==> src/inc/pm_cfg_pkg.sv <==
// Behaviour
// - Control interrupt drives selected IRQ; zero disables.
// - IO-APIC routing bypasses the legacy controller.
// - GPIO enable raises control or management interrupt.
// - Previous state field records state before full-on.
// - Power failure captures the current system state.
// - Failure field codes; 4h means no failure.
// - Failure field becomes 4h when plane valid.
// - Writing one to bit 3 sets 4h.
// - Soft-off bit chooses action on auxiliary power.
// - Soft-off bit cleared by plane valid, reset port.
// - Plane loss sets status; write one clears.
// - Three pin IRQ fields, reserved lines, pin gating.
// - Watchdog select field picks IRQ or APIC line.
// - Watchdog enable asserts line unless routed elsewhere.
// - Chip select A on IO range three.
// - Chip select A on memory range one.
// - Chip select B on IO four, memory two.
// - IRQ12 pin function field selects pin role.
// - Upper mask drops IO address bits 10:8.
package pm_cfg_pkg;

  // Configuration offsets inside function 3, byte addressed.
  localparam logic [7:0] OFS_SCI_ROUTE = 8'h42;
  localparam logic [7:0] OFS_POWER_STATE = 8'h43;
  localparam logic [7:0] OFS_PNP_IRQ_LO = 8'h44;
  localparam logic [7:0] OFS_PNP_IRQ_HI = 8'h45;
  localparam logic [7:0] OFS_PNP_CS_LO = 8'h46;
  localparam logic [7:0] OFS_PNP_CS_HI = 8'h47;

  // Reset values and writable bit masks.
  localparam logic [7:0] SCI_ROUTE_RST = 8'h00;
  localparam logic [15:0] PNP_IRQ_RST = 16'h0000;
  localparam logic [15:0] PNP_CS_RST = 16'h0000;
  localparam logic [7:0] SCI_ROUTE_WMASK = 8'h3F;
  localparam logic [15:0] PNP_CS_WMASK = 16'h1E0F;

  // Field positions.
  localparam int SCI_SEL_LSB = 0;
  localparam int GPIO_EN_BIT = 4;
  localparam int TRAP_EN_BIT = 5;
  localparam int FAIL_CLR_BIT = 3;
  localparam int SOFT_OFF_BIT = 6;
  localparam int AON_STS_BIT = 7;
  localparam int WDOG_SEL_LSB = 12;
  localparam int WDOG_EN_BIT = 15;
  localparam int CSA_IO_BIT = 0;
  localparam int CSA_MEM_BIT = 1;
  localparam int CSB_IO_BIT = 2;
  localparam int CSB_MEM_BIT = 3;
  localparam int IRQ12_FN_LSB = 9;
  localparam int CSA_UBM_BIT = 11;
  localparam int CSB_UBM_BIT = 12;

  // Codes.
  localparam logic [2:0] FAIL_NONE = 3'h4;
  localparam logic [2:0] WDOG_SEL_RSVD = 3'h3;
  localparam logic [3:0] WDOG_IRQ_BASE = 4'h9;
  localparam logic [3:0] IRQ12_LINE = 4'hC;
  localparam logic [1:0] IRQ12_FN_IRQ = 2'h0;
  localparam logic [1:0] IRQ12_FN_SMBUS = 2'h2;
  localparam logic [1:0] IRQ12_FN_USB = 2'h3;

  // Configuration access from the host bridge.
  typedef struct packed {
    logic sel;
    logic wr;
    logic [7:0] addr;
    logic [7:0] wdata;
  } cfg_req_s;

  typedef struct packed {
    logic ack;
    logic hit;
    logic [7:0] rdata;
  } cfg_rsp_s;

  // Pins from outside the clock domain.
  typedef struct packed {
    logic aon_valid;
    logic power_good;
    logic power_on_request_n;
    logic [2:0] pnp_irq;
    logic irq12;
  } pin_s;

  typedef struct packed {
    pin_s sync1;
    pin_s sync2;
    pin_s sync3;
    logic [7:0] sci_cfg;
    logic [15:0] pnp_irq_sel;
    logic [15:0] pnp_cs;
    logic [2:0] previous_power_state;
    logic [2:0] failure_state;
    logic off_to_soft_off;
    logic always_on_reset_status;
    logic [15:0] sci_vec;
    logic [15:0] pnp_vec;
    logic [15:0] wdog_vec;
    logic [3:0] apic_vec;
    logic sci_req;
    logic smi_req;
    logic csel_a_n;
    logic csel_b_n;
    logic claim_isa;
    logic smbus_alert_n;
    logic usb_overcurrent_1_n;
    cfg_rsp_s rsp;
  } state_s;

endpackage

==> src/core/pm_irq_routing_power_state_cfg.sv <==
`timescale 1ns/10ps
module pm_irq_routing_power_state_cfg (
  input wire logic i_clk,                           // Bus clock, 25 MHz.
  input wire logic i_srst,                          // Synchronous reset, active high.
  input wire pm_cfg_pkg::cfg_req_s i_cfg,           // Configuration byte access.
  output pm_cfg_pkg::cfg_rsp_s o_cfg,               // Configuration answer.
  input wire pm_cfg_pkg::pin_s i_pins,              // Asynchronous pins.
  input wire logic i_sci_source,                    // Other control interrupt sources.
  input wire logic i_gpio_event,                    // Enabled GPIO status is set.
  input wire logic i_trap_event,                    // Enabled IO trap status is set.
  input wire logic i_ctl_irq_mode,                  // 1 selects control, 0 management interrupt.
  input wire logic i_route_to_io_apic,              // Control interrupt goes to the IO-APIC.
  input wire logic i_wdog_irq_status,               // Watchdog interrupt status.
  input wire logic i_intruder_status,               // Intruder status routed to IRQ.
  input wire logic i_wdog_to_ctl_irq,               // Watchdog routed to control interrupt.
  input wire logic [2:0] i_pnp_pin_enable,          // Pins configured as interrupt inputs.
  input wire logic [1:0] i_csel_pin_enable,         // Pins configured as chip selects.
  input wire logic i_io_low_hit_a,                  // IO monitor 3 low-bit match.
  input wire logic i_io_upper_hit_a,                // IO monitor 3 bits 10:8 match.
  input wire logic i_io_low_hit_b,                  // IO monitor 4 low-bit match.
  input wire logic i_io_upper_hit_b,                // IO monitor 4 bits 10:8 match.
  input wire logic i_mem_hit_a,                     // Memory monitor 1 match.
  input wire logic i_mem_hit_b,                     // Memory monitor 2 match.
  input wire logic i_enter_mech_off,                // Pulse: system enters mechanical off.
  input wire logic [2:0] i_cur_state,               // Current state, failure coding.
  input wire logic i_full_on_entry,                 // Pulse: system enters full-on.
  input wire logic [2:0] i_from_state,              // State left on full-on entry.
  input wire logic i_reset_port_reset,              // Pulse: reset port wrote 11b.
  output logic [15:0] o_pic_irq,                    // Legacy interrupt lines.
  output logic [3:0] o_apic_irq,                    // APIC lines 20 to 23.
  output logic o_sci_req,                           // Control interrupt request.
  output logic o_smi_req,                           // Management interrupt request.
  output logic o_pnp_chip_select_a_n,               // Chip select A, active low.
  output logic o_pnp_chip_select_b_n,               // Chip select B, active low.
  output logic o_claim_isa,                         // Claim cycle and forward to ISA.
  output logic o_smbus_alert_n,                     // Alert to management logic, active low.
  output logic o_usb_overcurrent_1_n,               // Overcurrent to USB, active low.
  output logic o_off_to_soft_off                    // Action on auxiliary power.
);
  import pm_cfg_pkg::*;

  state_s state_reg;
  state_s state_next;
  logic [15:0] pnp_line [3];
  logic ctl_event;
  logic wdog_src;
  logic fail_now;
  logic plane_up;
  logic wr_hit;

  // Interrupt lines that the pin fields may never drive.
  function automatic logic line_ok(input logic [3:0] v);
    line_ok = (v != 4'h0) && (v != 4'h2) && (v != 4'h8) && (v != 4'hD);
  endfunction

  // One decoder per interrupt pin; a field acts only while its pin has the function.
  for (genvar g = 0; g < 3; g++) begin : g_pnp
    logic [3:0] sel;
    assign sel = state_reg.pnp_irq_sel[g*4 +: 4];
    assign pnp_line[g] = (i_pnp_pin_enable[g] && state_reg.sync2.pnp_irq[g] && line_ok(sel)) ?
                         (16'h0001 << sel) : 16'h0000;
  end

  // Shared event terms.
  assign wdog_src = i_wdog_irq_status | i_intruder_status;
  assign ctl_event = i_sci_source
                   | (state_reg.sci_cfg[GPIO_EN_BIT] & i_gpio_event)
                   | (state_reg.sci_cfg[TRAP_EN_BIT] & i_trap_event)
                   | (i_wdog_to_ctl_irq & wdog_src);
  assign fail_now = i_enter_mech_off
                  | (state_reg.sync3.power_good & ~state_reg.sync2.power_good
                     & ~state_reg.sync2.power_on_request_n);
  assign plane_up = state_reg.sync2.aon_valid & ~state_reg.sync3.aon_valid;
  assign wr_hit = i_cfg.sel & i_cfg.wr;

  // Next-state logic for the whole block.
  always_comb begin
    logic [3:0] sci_sel;
    logic [2:0] wsel;
    logic io_a;
    logic io_b;
    logic hit_a;
    logic hit_b;
    sci_sel = state_reg.sci_cfg[SCI_SEL_LSB +: 4];
    wsel = state_reg.pnp_irq_sel[WDOG_SEL_LSB +: 3];
    io_a = 1'b0;
    io_b = 1'b0;
    hit_a = 1'b0;
    hit_b = 1'b0;
    state_next = state_reg;

    // Two-stage pin synchronisers and a third stage for edge detection.
    state_next.sync1 = i_pins;
    state_next.sync2 = state_reg.sync1;
    state_next.sync3 = state_reg.sync2;

    // Register writes; reserved bits stay zero.
    if (wr_hit) begin
      case (i_cfg.addr)
        OFS_SCI_ROUTE: begin
          state_next.sci_cfg = i_cfg.wdata & SCI_ROUTE_WMASK;
        end
        OFS_POWER_STATE: begin
          if (i_cfg.wdata[FAIL_CLR_BIT]) begin
            state_next.failure_state = FAIL_NONE;
          end
          state_next.off_to_soft_off = i_cfg.wdata[SOFT_OFF_BIT];
          if (i_cfg.wdata[AON_STS_BIT]) begin
            state_next.always_on_reset_status = 1'b0;
          end
        end
        OFS_PNP_IRQ_LO: begin
          state_next.pnp_irq_sel[7:0] = i_cfg.wdata;
        end
        OFS_PNP_IRQ_HI: begin
          state_next.pnp_irq_sel[15:8] = i_cfg.wdata;
        end
        OFS_PNP_CS_LO: begin
          state_next.pnp_cs[7:0] = i_cfg.wdata & PNP_CS_WMASK[7:0];
        end
        OFS_PNP_CS_HI: begin
          state_next.pnp_cs[15:8] = i_cfg.wdata & PNP_CS_WMASK[15:8];
        end
        default: begin
          state_next.rsp.hit = 1'b0;
        end
      endcase
    end

    // Previous power state, recorded on each entry to full-on.
    if (i_full_on_entry) begin
      state_next.previous_power_state = i_from_state;
    end

    // A failure is captured once and retained; a write clear of a held code wins over a new failure.
    if (fail_now && state_reg.failure_state == FAIL_NONE) begin
      state_next.failure_state = i_cur_state;
    end

    // The reset port clears the soft-off choice.
    if (i_reset_port_reset) begin
      state_next.off_to_soft_off = 1'b0;
    end

    // Plane loss sets the status; plane return restores the defaults.
    if (!state_reg.sync2.aon_valid) begin
      state_next.always_on_reset_status = 1'b1;
    end
    if (plane_up) begin
      state_next.failure_state = FAIL_NONE;
      state_next.off_to_soft_off = 1'b0;
    end

    // Control interrupt routing to the legacy controller.
    state_next.sci_vec = 16'h0000;
    if (ctl_event && i_ctl_irq_mode && sci_sel != 4'h0 && !i_route_to_io_apic) begin
      state_next.sci_vec = 16'h0001 << sci_sel;
    end
    state_next.sci_req = ctl_event & i_ctl_irq_mode;
    state_next.smi_req = ctl_event & ~i_ctl_irq_mode;

    // Interrupt pins and the IRQ12 pin role.
    state_next.pnp_vec = pnp_line[0] | pnp_line[1] | pnp_line[2];
    state_next.smbus_alert_n = 1'b1;
    state_next.usb_overcurrent_1_n = 1'b1;
    case (state_reg.pnp_cs[IRQ12_FN_LSB +: 2])
      IRQ12_FN_IRQ: begin
        if (state_reg.sync2.irq12) begin
          state_next.pnp_vec[IRQ12_LINE] = 1'b1;
        end
      end
      IRQ12_FN_SMBUS: begin
        state_next.smbus_alert_n = ~state_reg.sync2.irq12;
      end
      IRQ12_FN_USB: begin
        state_next.usb_overcurrent_1_n = ~state_reg.sync2.irq12;
      end
      default: begin
        state_next.smbus_alert_n = 1'b1;
      end
    endcase

    // Watchdog interrupt line selection.
    state_next.wdog_vec = 16'h0000;
    state_next.apic_vec = 4'h0;
    if (state_reg.pnp_irq_sel[WDOG_EN_BIT] && !i_wdog_to_ctl_irq && wdog_src) begin
      if (wsel[2]) begin
        state_next.apic_vec = 4'h1 << wsel[1:0];
      end else if (wsel != WDOG_SEL_RSVD) begin
        state_next.wdog_vec = 16'h0001 << (WDOG_IRQ_BASE + {2'b00, wsel[1:0]});
      end
    end

    // Chip select decode; the upper mask removes bits 10:8 from the IO match.
    io_a = i_io_low_hit_a & (state_reg.pnp_cs[CSA_UBM_BIT] | i_io_upper_hit_a);
    io_b = i_io_low_hit_b & (state_reg.pnp_cs[CSB_UBM_BIT] | i_io_upper_hit_b);
    hit_a = i_csel_pin_enable[0] & ((state_reg.pnp_cs[CSA_IO_BIT] & io_a)
                                  | (state_reg.pnp_cs[CSA_MEM_BIT] & i_mem_hit_a));
    hit_b = i_csel_pin_enable[1] & ((state_reg.pnp_cs[CSB_IO_BIT] & io_b)
                                  | (state_reg.pnp_cs[CSB_MEM_BIT] & i_mem_hit_b));
    state_next.csel_a_n = ~hit_a;
    state_next.csel_b_n = ~hit_b;
    state_next.claim_isa = hit_a | hit_b;

    // Read answer one cycle after the access.
    state_next.rsp.ack = i_cfg.sel;
    state_next.rsp.hit = 1'b0;
    state_next.rsp.rdata = 8'h00;
    if (i_cfg.sel) begin
      state_next.rsp.hit = 1'b1;
      case (i_cfg.addr)
        OFS_SCI_ROUTE: begin
          state_next.rsp.rdata = state_reg.sci_cfg;
        end
        OFS_POWER_STATE: begin
          state_next.rsp.rdata = {state_reg.always_on_reset_status, state_reg.off_to_soft_off,
                                  state_reg.failure_state, state_reg.previous_power_state};
        end
        OFS_PNP_IRQ_LO: begin
          state_next.rsp.rdata = state_reg.pnp_irq_sel[7:0];
        end
        OFS_PNP_IRQ_HI: begin
          state_next.rsp.rdata = state_reg.pnp_irq_sel[15:8];
        end
        OFS_PNP_CS_LO: begin
          state_next.rsp.rdata = state_reg.pnp_cs[7:0];
        end
        OFS_PNP_CS_HI: begin
          state_next.rsp.rdata = state_reg.pnp_cs[15:8];
        end
        default: begin
          state_next.rsp.hit = 1'b0;
        end
      endcase
    end

    // Bus reset clears volatile state; always-on fields keep their values.
    if (i_srst) begin
      state_next.sync1 = '0;
      state_next.sync2 = '0;
      state_next.sync3 = '0;
      state_next.sync1.aon_valid = 1'b1;
      state_next.sync2.aon_valid = 1'b1;
      state_next.sync3.aon_valid = 1'b1;
      state_next.sci_cfg = SCI_ROUTE_RST;
      state_next.pnp_irq_sel = PNP_IRQ_RST;
      state_next.pnp_cs = PNP_CS_RST;
      state_next.sci_vec = 16'h0000;
      state_next.pnp_vec = 16'h0000;
      state_next.wdog_vec = 16'h0000;
      state_next.apic_vec = 4'h0;
      state_next.sci_req = 1'b0;
      state_next.smi_req = 1'b0;
      state_next.csel_a_n = 1'b1;
      state_next.csel_b_n = 1'b1;
      state_next.claim_isa = 1'b0;
      state_next.smbus_alert_n = 1'b1;
      state_next.usb_overcurrent_1_n = 1'b1;
      state_next.rsp = '0;
    end
  end

  // State register.
  always_ff @(posedge i_clk) begin
    state_reg <= state_next;
  end

  // Outputs straight from the state register.
  assign o_cfg = state_reg.rsp;
  assign o_pic_irq = state_reg.sci_vec | state_reg.pnp_vec | state_reg.wdog_vec;
  assign o_apic_irq = state_reg.apic_vec;
  assign o_sci_req = state_reg.sci_req;
  assign o_smi_req = state_reg.smi_req;
  assign o_pnp_chip_select_a_n = state_reg.csel_a_n;
  assign o_pnp_chip_select_b_n = state_reg.csel_b_n;
  assign o_claim_isa = state_reg.claim_isa;
  assign o_smbus_alert_n = state_reg.smbus_alert_n;
  assign o_usb_overcurrent_1_n = state_reg.usb_overcurrent_1_n;
  assign o_off_to_soft_off = state_reg.off_to_soft_off;

  // Checks on routing and power-state behaviour.
  a_sci_zero_quiet: assert property (@(posedge i_clk) disable iff (i_srst)
    (state_reg.sci_cfg[3:0] == 4'h0) |=> (state_reg.sci_vec == 16'h0000))
    else $error("control interrupt drove a line while select is zero");
  a_sci_line_select: assert property (@(posedge i_clk) disable iff (i_srst)
    (ctl_event && i_ctl_irq_mode && !i_route_to_io_apic && state_reg.sci_cfg[3:0] != 4'h0)
    |=> (state_reg.sci_vec == (16'h0001 << $past(state_reg.sci_cfg[3:0]))))
    else $error("control interrupt not on the selected line");
  a_apic_bypass: assert property (@(posedge i_clk) disable iff (i_srst)
    i_route_to_io_apic |=> (state_reg.sci_vec == 16'h0000))
    else $error("control interrupt reached legacy controller under APIC routing");
  a_gpio_ctl_path: assert property (@(posedge i_clk) disable iff (i_srst)
    (state_reg.sci_cfg[GPIO_EN_BIT] && i_gpio_event) |=> (o_sci_req || o_smi_req))
    else $error("enabled GPIO event raised no interrupt");
  a_trap_mode_pick: assert property (@(posedge i_clk) disable iff (i_srst)
    (state_reg.sci_cfg[TRAP_EN_BIT] && i_trap_event && !i_ctl_irq_mode) |=> (o_smi_req && !o_sci_req))
    else $error("trap event not sent as management interrupt");
  a_fail_capture: assert property (@(posedge i_clk) disable iff (i_srst)
    (fail_now && state_reg.failure_state == FAIL_NONE && !plane_up)
    |=> (state_reg.failure_state == $past(i_cur_state)))
    else $error("power failure not captured");
  a_fail_write_clear: assert property (@(posedge i_clk) disable iff (i_srst)
    (wr_hit && i_cfg.addr == OFS_POWER_STATE && i_cfg.wdata[FAIL_CLR_BIT] && !fail_now)
    |=> (state_reg.failure_state == FAIL_NONE))
    else $error("write one did not restore no-failure code");
  a_plane_status_set: assert property (@(posedge i_clk) disable iff (i_srst)
    !state_reg.sync2.aon_valid |=> state_reg.always_on_reset_status)
    else $error("plane loss did not set status");
  a_wdog_apic_line: assert property (@(posedge i_clk) disable iff (i_srst)
    (state_reg.pnp_irq_sel[15:12] == 4'hC && wdog_src && !i_wdog_to_ctl_irq) |=> (o_apic_irq == 4'h1))
    else $error("watchdog not on APIC line 20");
  a_irq12_usb_role: assert property (@(posedge i_clk) disable iff (i_srst)
    (state_reg.pnp_cs[10:9] == IRQ12_FN_USB) |=> (!o_pic_irq[12] || state_reg.sci_vec[12]
                                                  || $past(pnp_line[0][12] | pnp_line[1][12] | pnp_line[2][12])))
    else $error("IRQ12 pin drove line 12 in overcurrent role");
  // Checks on the always-on fields, pin gating and decode.
  a_plane_up_defaults: assert property (@(posedge i_clk) disable iff (i_srst)
    plane_up |=> (state_reg.failure_state == FAIL_NONE && !o_off_to_soft_off))
    else $error("plane return did not restore defaults");
  a_port_soft_clear: assert property (@(posedge i_clk) disable iff (i_srst)
    i_reset_port_reset |=> !o_off_to_soft_off)
    else $error("reset port did not clear soft-off");
  a_prev_state_rec: assert property (@(posedge i_clk) disable iff (i_srst)
    i_full_on_entry |=> (state_reg.previous_power_state == $past(i_from_state)))
    else $error("previous state not recorded");
  a_pnp_gate_off: assert property (@(posedge i_clk) disable iff (i_srst)
    (i_pnp_pin_enable == 3'b000 && state_reg.pnp_cs[10:9] != IRQ12_FN_IRQ && !ctl_event && !wdog_src)
    |=> (o_pic_irq == 16'h0000))
    else $error("legacy line driven with sources off");
  a_wdog_line_quiet: assert property (@(posedge i_clk) disable iff (i_srst)
    (state_reg.pnp_irq_sel[14:12] == WDOG_SEL_RSVD || i_wdog_to_ctl_irq)
    |=> (state_reg.wdog_vec == 16'h0000 && o_apic_irq == 4'h0))
    else $error("watchdog line driven while disabled");
  a_csel_pin_gate: assert property (@(posedge i_clk) disable iff (i_srst)
    !i_csel_pin_enable[0] |=> o_pnp_chip_select_a_n)
    else $error("chip select A without pin function");
  a_csel_upper_mask: assert property (@(posedge i_clk) disable iff (i_srst)
    (state_reg.pnp_cs[CSA_UBM_BIT] && state_reg.pnp_cs[CSA_IO_BIT] && i_io_low_hit_a && i_csel_pin_enable[0])
    |=> (!o_pnp_chip_select_a_n && o_claim_isa))
    else $error("upper mask did not drop bits 10:8");

endmodule

==> config.mk <==
export PLATFORM = sky130hd
export DESIGN_NAME = pm_irq_routing_power_state_cfg
export DESIGN_NICKNAME = d
export VERILOG_FILES = /design/src/inc/pm_cfg_pkg.sv /design/src/core/pm_irq_routing_power_state_cfg.sv
export SDC_FILE = /design/constraint.sdc
export NUM_CORES = 1
export LEC_CHECK = 0
export BUFFER_PORTS_ARGS = -buffer_cell sky130_fd_sc_hd__clkbuf_2
export CELL_PAD_IN_SITES_DETAIL_PLACEMENT = 1
export CELL_PAD_IN_SITES_GLOBAL_PLACEMENT = 2
export CORE_MARGIN = 2
export CORE_UTILIZATION = 36
export DETAILED_ROUTE_END_ITERATION = 7
export PLACE_DENSITY_LB_ADDON = 0.15
export REMOVE_ABC_BUFFERS = 1
export SLEW_MARGIN = 30
export SYNTH_ARGS = -nofsm -noshare
export SYNTH_HDL_FRONTEND = slang
export SYNTH_SLANG_ARGS = --single-unit
==> constraint.sdc <==
create_clock -name i_clk -period 3 [get_ports i_clk]
set_clock_uncertainty 0.15 [all_clocks]
set_input_delay 0.45 -clock i_clk [delete_from_list [all_inputs] [get_ports i_clk]]
set_output_delay 0.45 -clock i_clk [all_outputs]
set_load 0.02 [all_outputs]
# Yosys cells after proc, flatten, opt, wreduce, memory -nomap -nowiden
# Cells that the tools add are included.
# totals
romBits	0
latchBits	0
ram_bits	0
regBits	123
mem_count	0
word_cells	165
out_inout_bits	38
# op_classes
div	0
add_sub_neg	1
n_shift	6
reduce_logical	47
n_bitwise	45
n_eq_ne	19
magnitude_cmp	0
mul	0
mux	12
# op_table
cell	count
left shift 1 x 4 -> 16 bit (first input constant)	5
bitwise OR 16 bit	4
equality test 8 x 7 -> 1 bit (second input constant)	6
2-to-1 mux 16 bit	3
one-hot mux 8 bit (6 select lines)	1
inequality test 4 bit (second input constant)	6
logical AND 1 bit	21
AND 1 bit	17
nonzero test 4 bit	4
NOT 1 bit	14
inequality test 4 x 2 -> 1 bit (second input constant)	3
AND reduction 2 bit	6
2-to-1 mux 5 bit	2
bitwise OR 1 bit	10
OR reduction 2 bit	5
2-to-1 mux 3 bit	2
AND reduction 3 bit	2
nonzero test 2 bit	3
OR reduction 6 bit	1
adder 4 x 2 -> 4 bit (first input constant)	1
equality test 2 bit (second input constant)	2
2-to-1 mux 1 bit	4
OR reduction 4 bit	1
left shift 1 x 2 -> 4 bit (first input constant)	1
other kinds (5)	6

# Depth between registers and ports, before layout
# Gate-level depths: netlist of the first run.
# logic_depth
depth_word	10
depth_mapped	6

# Worst setup path before layout of the first run
# No wires, ideal clock.
# synth_timing
kind	input port to flip-flop
start	input port i_cfg[11] (netlist name)
end	register state_reg, in the netlist g_pnp[1].sel[0]
n_path_buf	2
required_time_ns	2.722
path_slack_ns	0.904
cell_stages	6
t_arrival_ns	1.818
cell_sequence	or3_1 buf_6 or4_4 buf_6 mux2i_1 nor2_1
# synth_via
elab_chain_cells	2
# synth_rtl
element	line	source
start: declaration	pm_irq_routing_power_state_cfg.sv:5	input wire pm_cfg_pkg::cfg_req_s i_cfg,
equality test 8 x 7 -> 1 bit	--	
AND reduction 2 bit (no source line)	--	
end signal: assignment	pm_irq_routing_power_state_cfg.sv:265	state_reg <= state_next;
end: declaration	pm_irq_routing_power_state_cfg.sv:42	state_s state_reg;
# No other way between the ends.
# A chain may end at the register's enable or synchronous reset.

# Worst setup path after layout of the first run
# layout_timing
start	input port i_cfg[11] (netlist name)
end	register state_reg[113] (netlist name)
# Same word-level chain as after synthesis.

==> results of run 1 <==
-- through the flow --
| step | setup slack [ns] | hold slack, ns |
|---|---|---|
| 2_1_floorplan | 0.828 | 0.238 |
| 3_3_place_gp | 0.648 | 0.243 |
| 3_5_place_dp | 0.604 | 0.250 |
| 4_1_cts | 1.02 | 0.0476 |
| 5_1_grt | 0.954 | 0.0473 |
| 6_report | 1.02 | 0.0572 |
-- where the power goes --
| part | switching (uW) | leakage [uW] | internal, uW | total (uW) |
|---|---|---|---|---|
| Sequential | 25.7 | 0.000940 | 1580 | 1610 |
| Combinational | 101 | 0.00118 | 83.6 | 184 |
| Clock | 674 | 0.000292 | 1360 | 2040 |
-- cell type report --
class / instances / area [um^2] / share of cell area (%)
Clock buffer: 22 / 474 / 8.44
Timing Repair Buffer: 97 / 498 / 8.87
Clock inverter: 9 / 129 / 2.29
Multi-Input combinational cell: 313 / 1960 / 35.0
Antenna cell: 1 / 2.50 / 0.0446
Inverter: 2 / 7.51 / 0.134
Tap cell: 168 / 210 / 3.74
Sequential cell: 115 / 2330 / 41.5
-- how the worst max path moves through the flow --
stage,start,endpoint,slack (ns),depth (start not counted)
6_report,i_cfg[11],state_reg[113],1.02,5
5_1_grt,i_cfg[9],state_reg[113],0.95,5
4_1_cts,i_cfg[11],state_reg[113],1.02,5
3_5_place_dp,i_cfg[11],state_reg[114],0.60,5
3_3_place_gp,i_cfg[11],state_reg[110],0.65,5
2_1_floorplan,i_cfg[11],state_reg[109],0.83,4
-- kinds of logic after synthesis --
group,after synthesis
compound gates,48
buf+inv,37
flops,115
mux,44
other cells,1
simple gates,211
-- routing by layer --
metal / vias to the layer above / global-route usage (%)
li1: 1755 / -
met1: 1714 / 22.7
met2: 90 / 32.2
met3: 19 / 4.50
met4: 0 / 8.76
met5: - / 0
-- cell usage after synthesis, drive strengths merged, types with 6 or more instances --
library cell	number
nor3	12
nand2b	12
a21oi	22
or2	12
nor4	6
mux2i	40
nor3b	7
dfxtp	112
nand3	6
nor2b	24
nor2	63
buf	19
nand3b	8
nand4	8
clkbuf	16
or3	10
nand2	25
==> impl_metrics.py, run 1 <==
metrics = {
    "finish": {
        "final_common_cell": "dfxtp_1",
        "final_nets": 601,
        "final_cells": 727,
        "final_util_pct": 46.6,
        "drive_gt1_share_pct": 26.3,
        "fillCellCount": 1405,
        "largest_reg_flops": 81,
        "final_cell_mix": "dfxtp_1 (112), clkbuf_2 (92), nor2_1 (62)",
        "syn2layout_area_growth_pct": 25.5,
        "finish.instance_area_um2": 5620,
    },
    "logic_synthesis": {
        "synth-simple-area-share_pct": 26.2,
        "synth_xor_area_share_pct": 0,
        "syn-instance-count": 456,
        "avgSynthCellArea_um2": 9.82,
        "synth_top_family_by_area": "simple AND/OR/NAND/NOR gates",
        "muxShareOfSynthArea_pct": 9.95,
        "synth-async-reset-ratio_pct": 0,
        "ys_top_cells_by_area": "dfxtp_1 (50%), mux2i_1 (8.9%), nor2_1 (5.2%)",
        "ys_types": 47,
        "synth_seq_area_share_pct": 52.1,
        "synth_area_leader_cell": "dfxtp_1",
        "netlist_area_um2": 4480,
        "yosysTopAreaCellShare_pct": 50.1,
        "ys.flop_type": "dfxtp_1",
        "synth_fa_ha_area_share_pct": 0,
        "synth_compound_area_share_pct": 6.82,
        "synth_edf_count": 3,
        "synth-seq-cells": 115,
        "yosys_warnings": 0,
    },
    "floorplanning": {
        "die_x_um": 116,
        "die_h_um": 116,
        "ioPinCount": 93,
        "rows": 40,
        "core_area_um2": 12100,
        "die_area_um2": 13300,
        "start_util_pct": 37.1,
    },
    "global_routing": {
        "grt_use_total_pct": 19.0,
        "overflow": 0,
        "antenna_found_initial": 0,
        "grt_pass1_vias": 3752,
        "grt_pass1_wl_mm": 19.0,
        "grt_start_max_net_pins": 35,
    },
    "drt": {
        "wl_met1_mm": 5.37,
        "highest-signal-layer": "met4",
        "antenna_left": 0,
        "routed_wl_mm": 11.8,
        "vias": 3578,
        "drt_iter0_markers": 94,
        "wl_per_cell_um": 16.3,
        "wl_met2_mm": 5.79,
        "vias_per_cell": 4.92,
        "met3WireLength_um": 446,
        "drc": 0,
        "drt_first_pass_iters": 4,
    },
    "worst_setup_path": {
        "arrival_ns": 2.11,
        "r2r_cells": 4,
        "worstReg2RegStart": "g_pnp[1].sel[0]",
        "crit_family": "simple AND/OR/NAND/NOR gates",
        "path_buf_inv": 1,
        "reg2reg_to": "state_reg[43]",
        "worstPathCellList": "clkbuf_2 -> or3_1 -> or4b_1 -> mux2i_1 -> nor2_1",
        "regToRegSetupSlack_ns": 1.10,
        "slowest_delay_ns": 0.77,
        "worst_setup_path_start_kind": "input port",
        "critPathSlowestCell": "or4b_1",
        "path_class": "in2reg",
        "cp.required_ns": 3.14,
        "end_kind": "flip-flop",
        "cp_max_fo": 6,
    },
    "placement": {
        "hpwl_mm": 8.73,
        "post_dp_cell_area_um2": 5010,
        "place.detailed.instances": 695,
        "place.gp.congestion": 0.825,
        "portBuffers": 92,
    },
    "worst_hold_path": {
        "hp-start": "i_reset_port_reset",
        "holdPathStages": 2,
        "min_to": "o_off_to_soft_off",
        "hold_class": "in2reg",
    },
    "clock_network": {
        "cts_num_sinks": 115,
        "worstSkewPairLatency_ns": 0.41,
        "cts_hold_buf": 0,
        "post_cts_resized": 0,
        "cts_buffers": 17,
        "cts_tree": "built",
        "cts.clk_slew.worst_paths_ns": 0.05,
        "cts_setup_buffers": 0,
        "cts_max_level": 4,
        "root_buffer": "clkbuf_16",
        "cts_buffer_depth": 2,
    },
    "flow_run": {
        "drv_cap": 0,
    },
    "timing": {
        "rsz0062_at_grt": "no",
        "hold_viol_final": 0,
        "min_period_ns": 1.98,
        "relSlewSlack_pct": 51.1,
        "min_period_over_period_pct": 65.8,
        "worst_pin_slew_ns": 0.727,
        "setup_violations": 0,
        "slew_violations": 0,
        "max_freq_mhz": 506,
        "setup_tns_ns": 0,
    },
    "power": {
        "vdd_drop_max_mv": 0.271,
        "leakagePower_uw": 0.00241,
        "p_total_uw": 3830,
        "cellPowerDensity_nw_per_um2": 681,
    },
    "status": {
        "status": "complete, no violations",
    },
}
No activity file was read; power rests on OpenSTA's default activity.
==> run 2: changes to the inputs <==
--- a/config.mk
+++ b/config.mk
@@ -9,7 +9,7 @@
 export CELL_PAD_IN_SITES_DETAIL_PLACEMENT = 1
 export CELL_PAD_IN_SITES_GLOBAL_PLACEMENT = 2
 export CORE_MARGIN = 2
-export CORE_UTILIZATION = 36
+export CORE_UTILIZATION = 33
 export DETAILED_ROUTE_END_ITERATION = 7
 export PLACE_DENSITY_LB_ADDON = 0.15
 export REMOVE_ABC_BUFFERS = 1
==> constraint.sdc (replaced) <==
create_clock -name i_clk -period 1.98 [get_ports i_clk]
set_clock_uncertainty 0.15 [all_clocks]
set_input_delay 0.297 -clock i_clk [delete_from_list [all_inputs] [get_ports i_clk]]
set_output_delay 0.297 -clock i_clk [all_outputs]
set_load 0.02 [all_outputs]
==> run 2 against run 1 <==
  * Combinational power grew 78%
  * Global-route usage is 0.43 points lower
  * Die area rose by 8.8%
  * Critical path type is now reg2reg
  * Critical endpoint is now state_reg[55]
  * Largest cell class unchanged
  * Highest routed layer unchanged
==> impl_metrics.py, run 2 (synthesized netlist as in run 1, its figures left out) <==
metrics = {
    "status": {
        "status": "complete, no violations",
    },
    "drt": {
        "vias": 3641,
        "routed_wl_mm": 12.5,
        "antenna_left": 0,
        "drt_first_pass_iters": 4,
        "drc": 0,
        "vias_per_cell": 4.71,
        "wl_per_cell_um": 16.2,
        "drt_iter0_markers": 128,
    },
    "worst_setup_path": {
        "endpoint": "state_reg[55]",
        "regToRegSetupSlack_ns": 0.22,
        "arrival_ns": 1.95,
        "worst_setup_path_start_kind": "flip-flop",
        "r2r_cells": 5,
        "reg2reg_to": "state_reg[55]",
        "path_class": "reg2reg",
        "critPathSlowestCell": "or4_1",
        "cp_max_fo": 7,
        "end_kind": "flip-flop",
        "worstPathCellList": "a21oi_1 -> and3_1 -> buf_4 -> or4_1 -> nor2_1",
        "slowest_delay_ns": 0.55,
        "cp-startpoint": "state_reg[113]",
        "cp.required_ns": 2.17,
        "worstReg2RegStart": "state_reg[113]",
    },
    "timing": {
        "worst_pin_slew_ns": 0.584,
        "slew_violations": 0,
        "min_period_over_period_pct": 89.0,
        "rsz0062_at_grt": "no",
        "setup_violations": 0,
        "finalWorstSetupSlack_ns": 0.218,
        "max_freq_mhz": 567,
        "hold_viol_final": 0,
        "relSlewSlack_pct": 61.0,
        "min_period_ns": 1.76,
    },
    "finish": {
        "largest_reg_flops": 81,
        "final_cells": 773,
        "final_common_cell": "dfxtp_1",
        "antenna-diode-count": 0,
        "syn2layout_area_growth_pct": 32.2,
        "final_nets": 639,
        "drive_gt1_share_pct": 28.1,
        "final_cell_mix": "dfxtp_1 (112), clkbuf_2 (92), nor2_1 (62)",
    },
    "power": {
        "p_seq_share_pct": 43.3,
        "switching_share_pct": 22.7,
        "p_clk_share_pct": 50.9,
        "p_switching_uw": 1280,
        "intPower_uw": 4350,
        "cellPowerDensity_nw_per_um2": 950,
        "p_comb_share_pct": 5.8,
        "vdd_drop_max_mv": 0.547,
        "leakagePower_uw": 0.00256,
    },
    "clock_network": {
        "cts.clk_slew.worst_paths_ns": 0.05,
        "root_buffer": "clkbuf_16",
        "cts_hold_buf": 19,
        "post_cts_resized": 0,
        "cts_max_level": 4,
        "cts_num_sinks": 115,
        "worstSkewPairLatency_ns": 0.41,
        "cts_buffer_depth": 2,
        "cts_buffers": 17,
        "cts_setup_buffers": 0,
        "cts_tree": "built",
    },
    "floorplanning": {
        "die_x_um": 120,
        "ioPinCount": 93,
        "core_area_um2": 13200,
        "rows": 42,
        "start_util_pct": 33.8,
        "die_h_um": 120,
        "die_area_um2": 14500,
    },
    "global_routing": {
        "antenna_found_initial": 0,
        "grt_start_max_net_pins": 26,
        "grt_use_total_pct": 18.5,
        "overflow": 0,
        "grt_pass1_vias": 3824,
        "grt_pass1_wl_mm": 20.3,
    },
    "flow_run": {
        "drv_cap": 0,
    },
    "placement": {
        "place.detailed.instances": 722,
        "portBuffers": 92,
        "hpwl_mm": 9.34,
        "place.gp.congestion": 0.811,
        "place_ws_ns": -0.111,
    },
    "worst_hold_path": {
        "hold_class": "in2reg",
    },
}
-- run 2: worst max-delay path, delay by kind of cell, from the launching register on --
kind / cells / cell delay, ns
AOI/OAI and AO/OA: 1 / 0.08
buffers and inverters: 1 / 0.18
DFF: 1 / 0.40
and+or+nand+nor: 3 / 0.89
-- run 2: stage by stage --
| stage | utilization, % | area [um^2] | total power, uW | hold slack [ns] | TNS [ns] |
|---|---|---|---|---|---|
| floorplan | - | 4300 | 2600 | 0.216 | -0.234 |
| CTS | 44.7 | 5920 | 5700 | 0.0305 | 0 |
| detailed placement | 39.0 | 5160 | 2780 | 0.251 | -1.56 |
| global placement | 39.0 | 5160 | 2770 | 0.244 | -1.14 |
| finish | 44.7 | 5920 | 5620 | 0.0503 | 0 |
| global route | 44.7 | 5920 | 5870 | 0.0582 | 0 |
-- run 2: worst min-delay path by stage --
stage                   start                     to  depth (start not counted)
6_report             i_cfg[5]        g_pnp[1].sel[1]                          3
4_1_cts           i_mem_hit_a  o_pnp_chip_select_a_n                          4
3_3_place_gp   state_reg[137]         state_reg[130]                          1
5_1_grt             i_cfg[17]               o_cfg[9]                          2
2_1_floorplan          i_srst          state_reg[38]                          1
3_5_place_dp   state_reg[137]         state_reg[130]                          1
-- run 2: layer usage --
metal  track usage (%)  share of wire, %  wire, um
met1              23.2                46      5810
met2              31.5                49      6130
met3              3.96               3.5       442
met4              6.54               1.1       139
met5                 0                 0         0
-- run 2: power by group through the flow --
stage          Combinational (uW)  Sequential, uW  Clock (uW)
4_1_cts                       331            2430        2940
2_1_floorplan                 131            2470           0
6_report                      327            2430        2860
3_5_place_dp                  301            2480           0
5_1_grt                       360            2440        3070
3_3_place_gp                  293            2480           0
-- run 2: layout make-up --
type	instances	area (um^2)
fill	1557	7320
sequential	115	2330
multi-input combinational	313	1960
timing repair buffer	135	831
clock buffer	20	457
tap	176	220
clock inverter	12	108
inverter	2	7.51
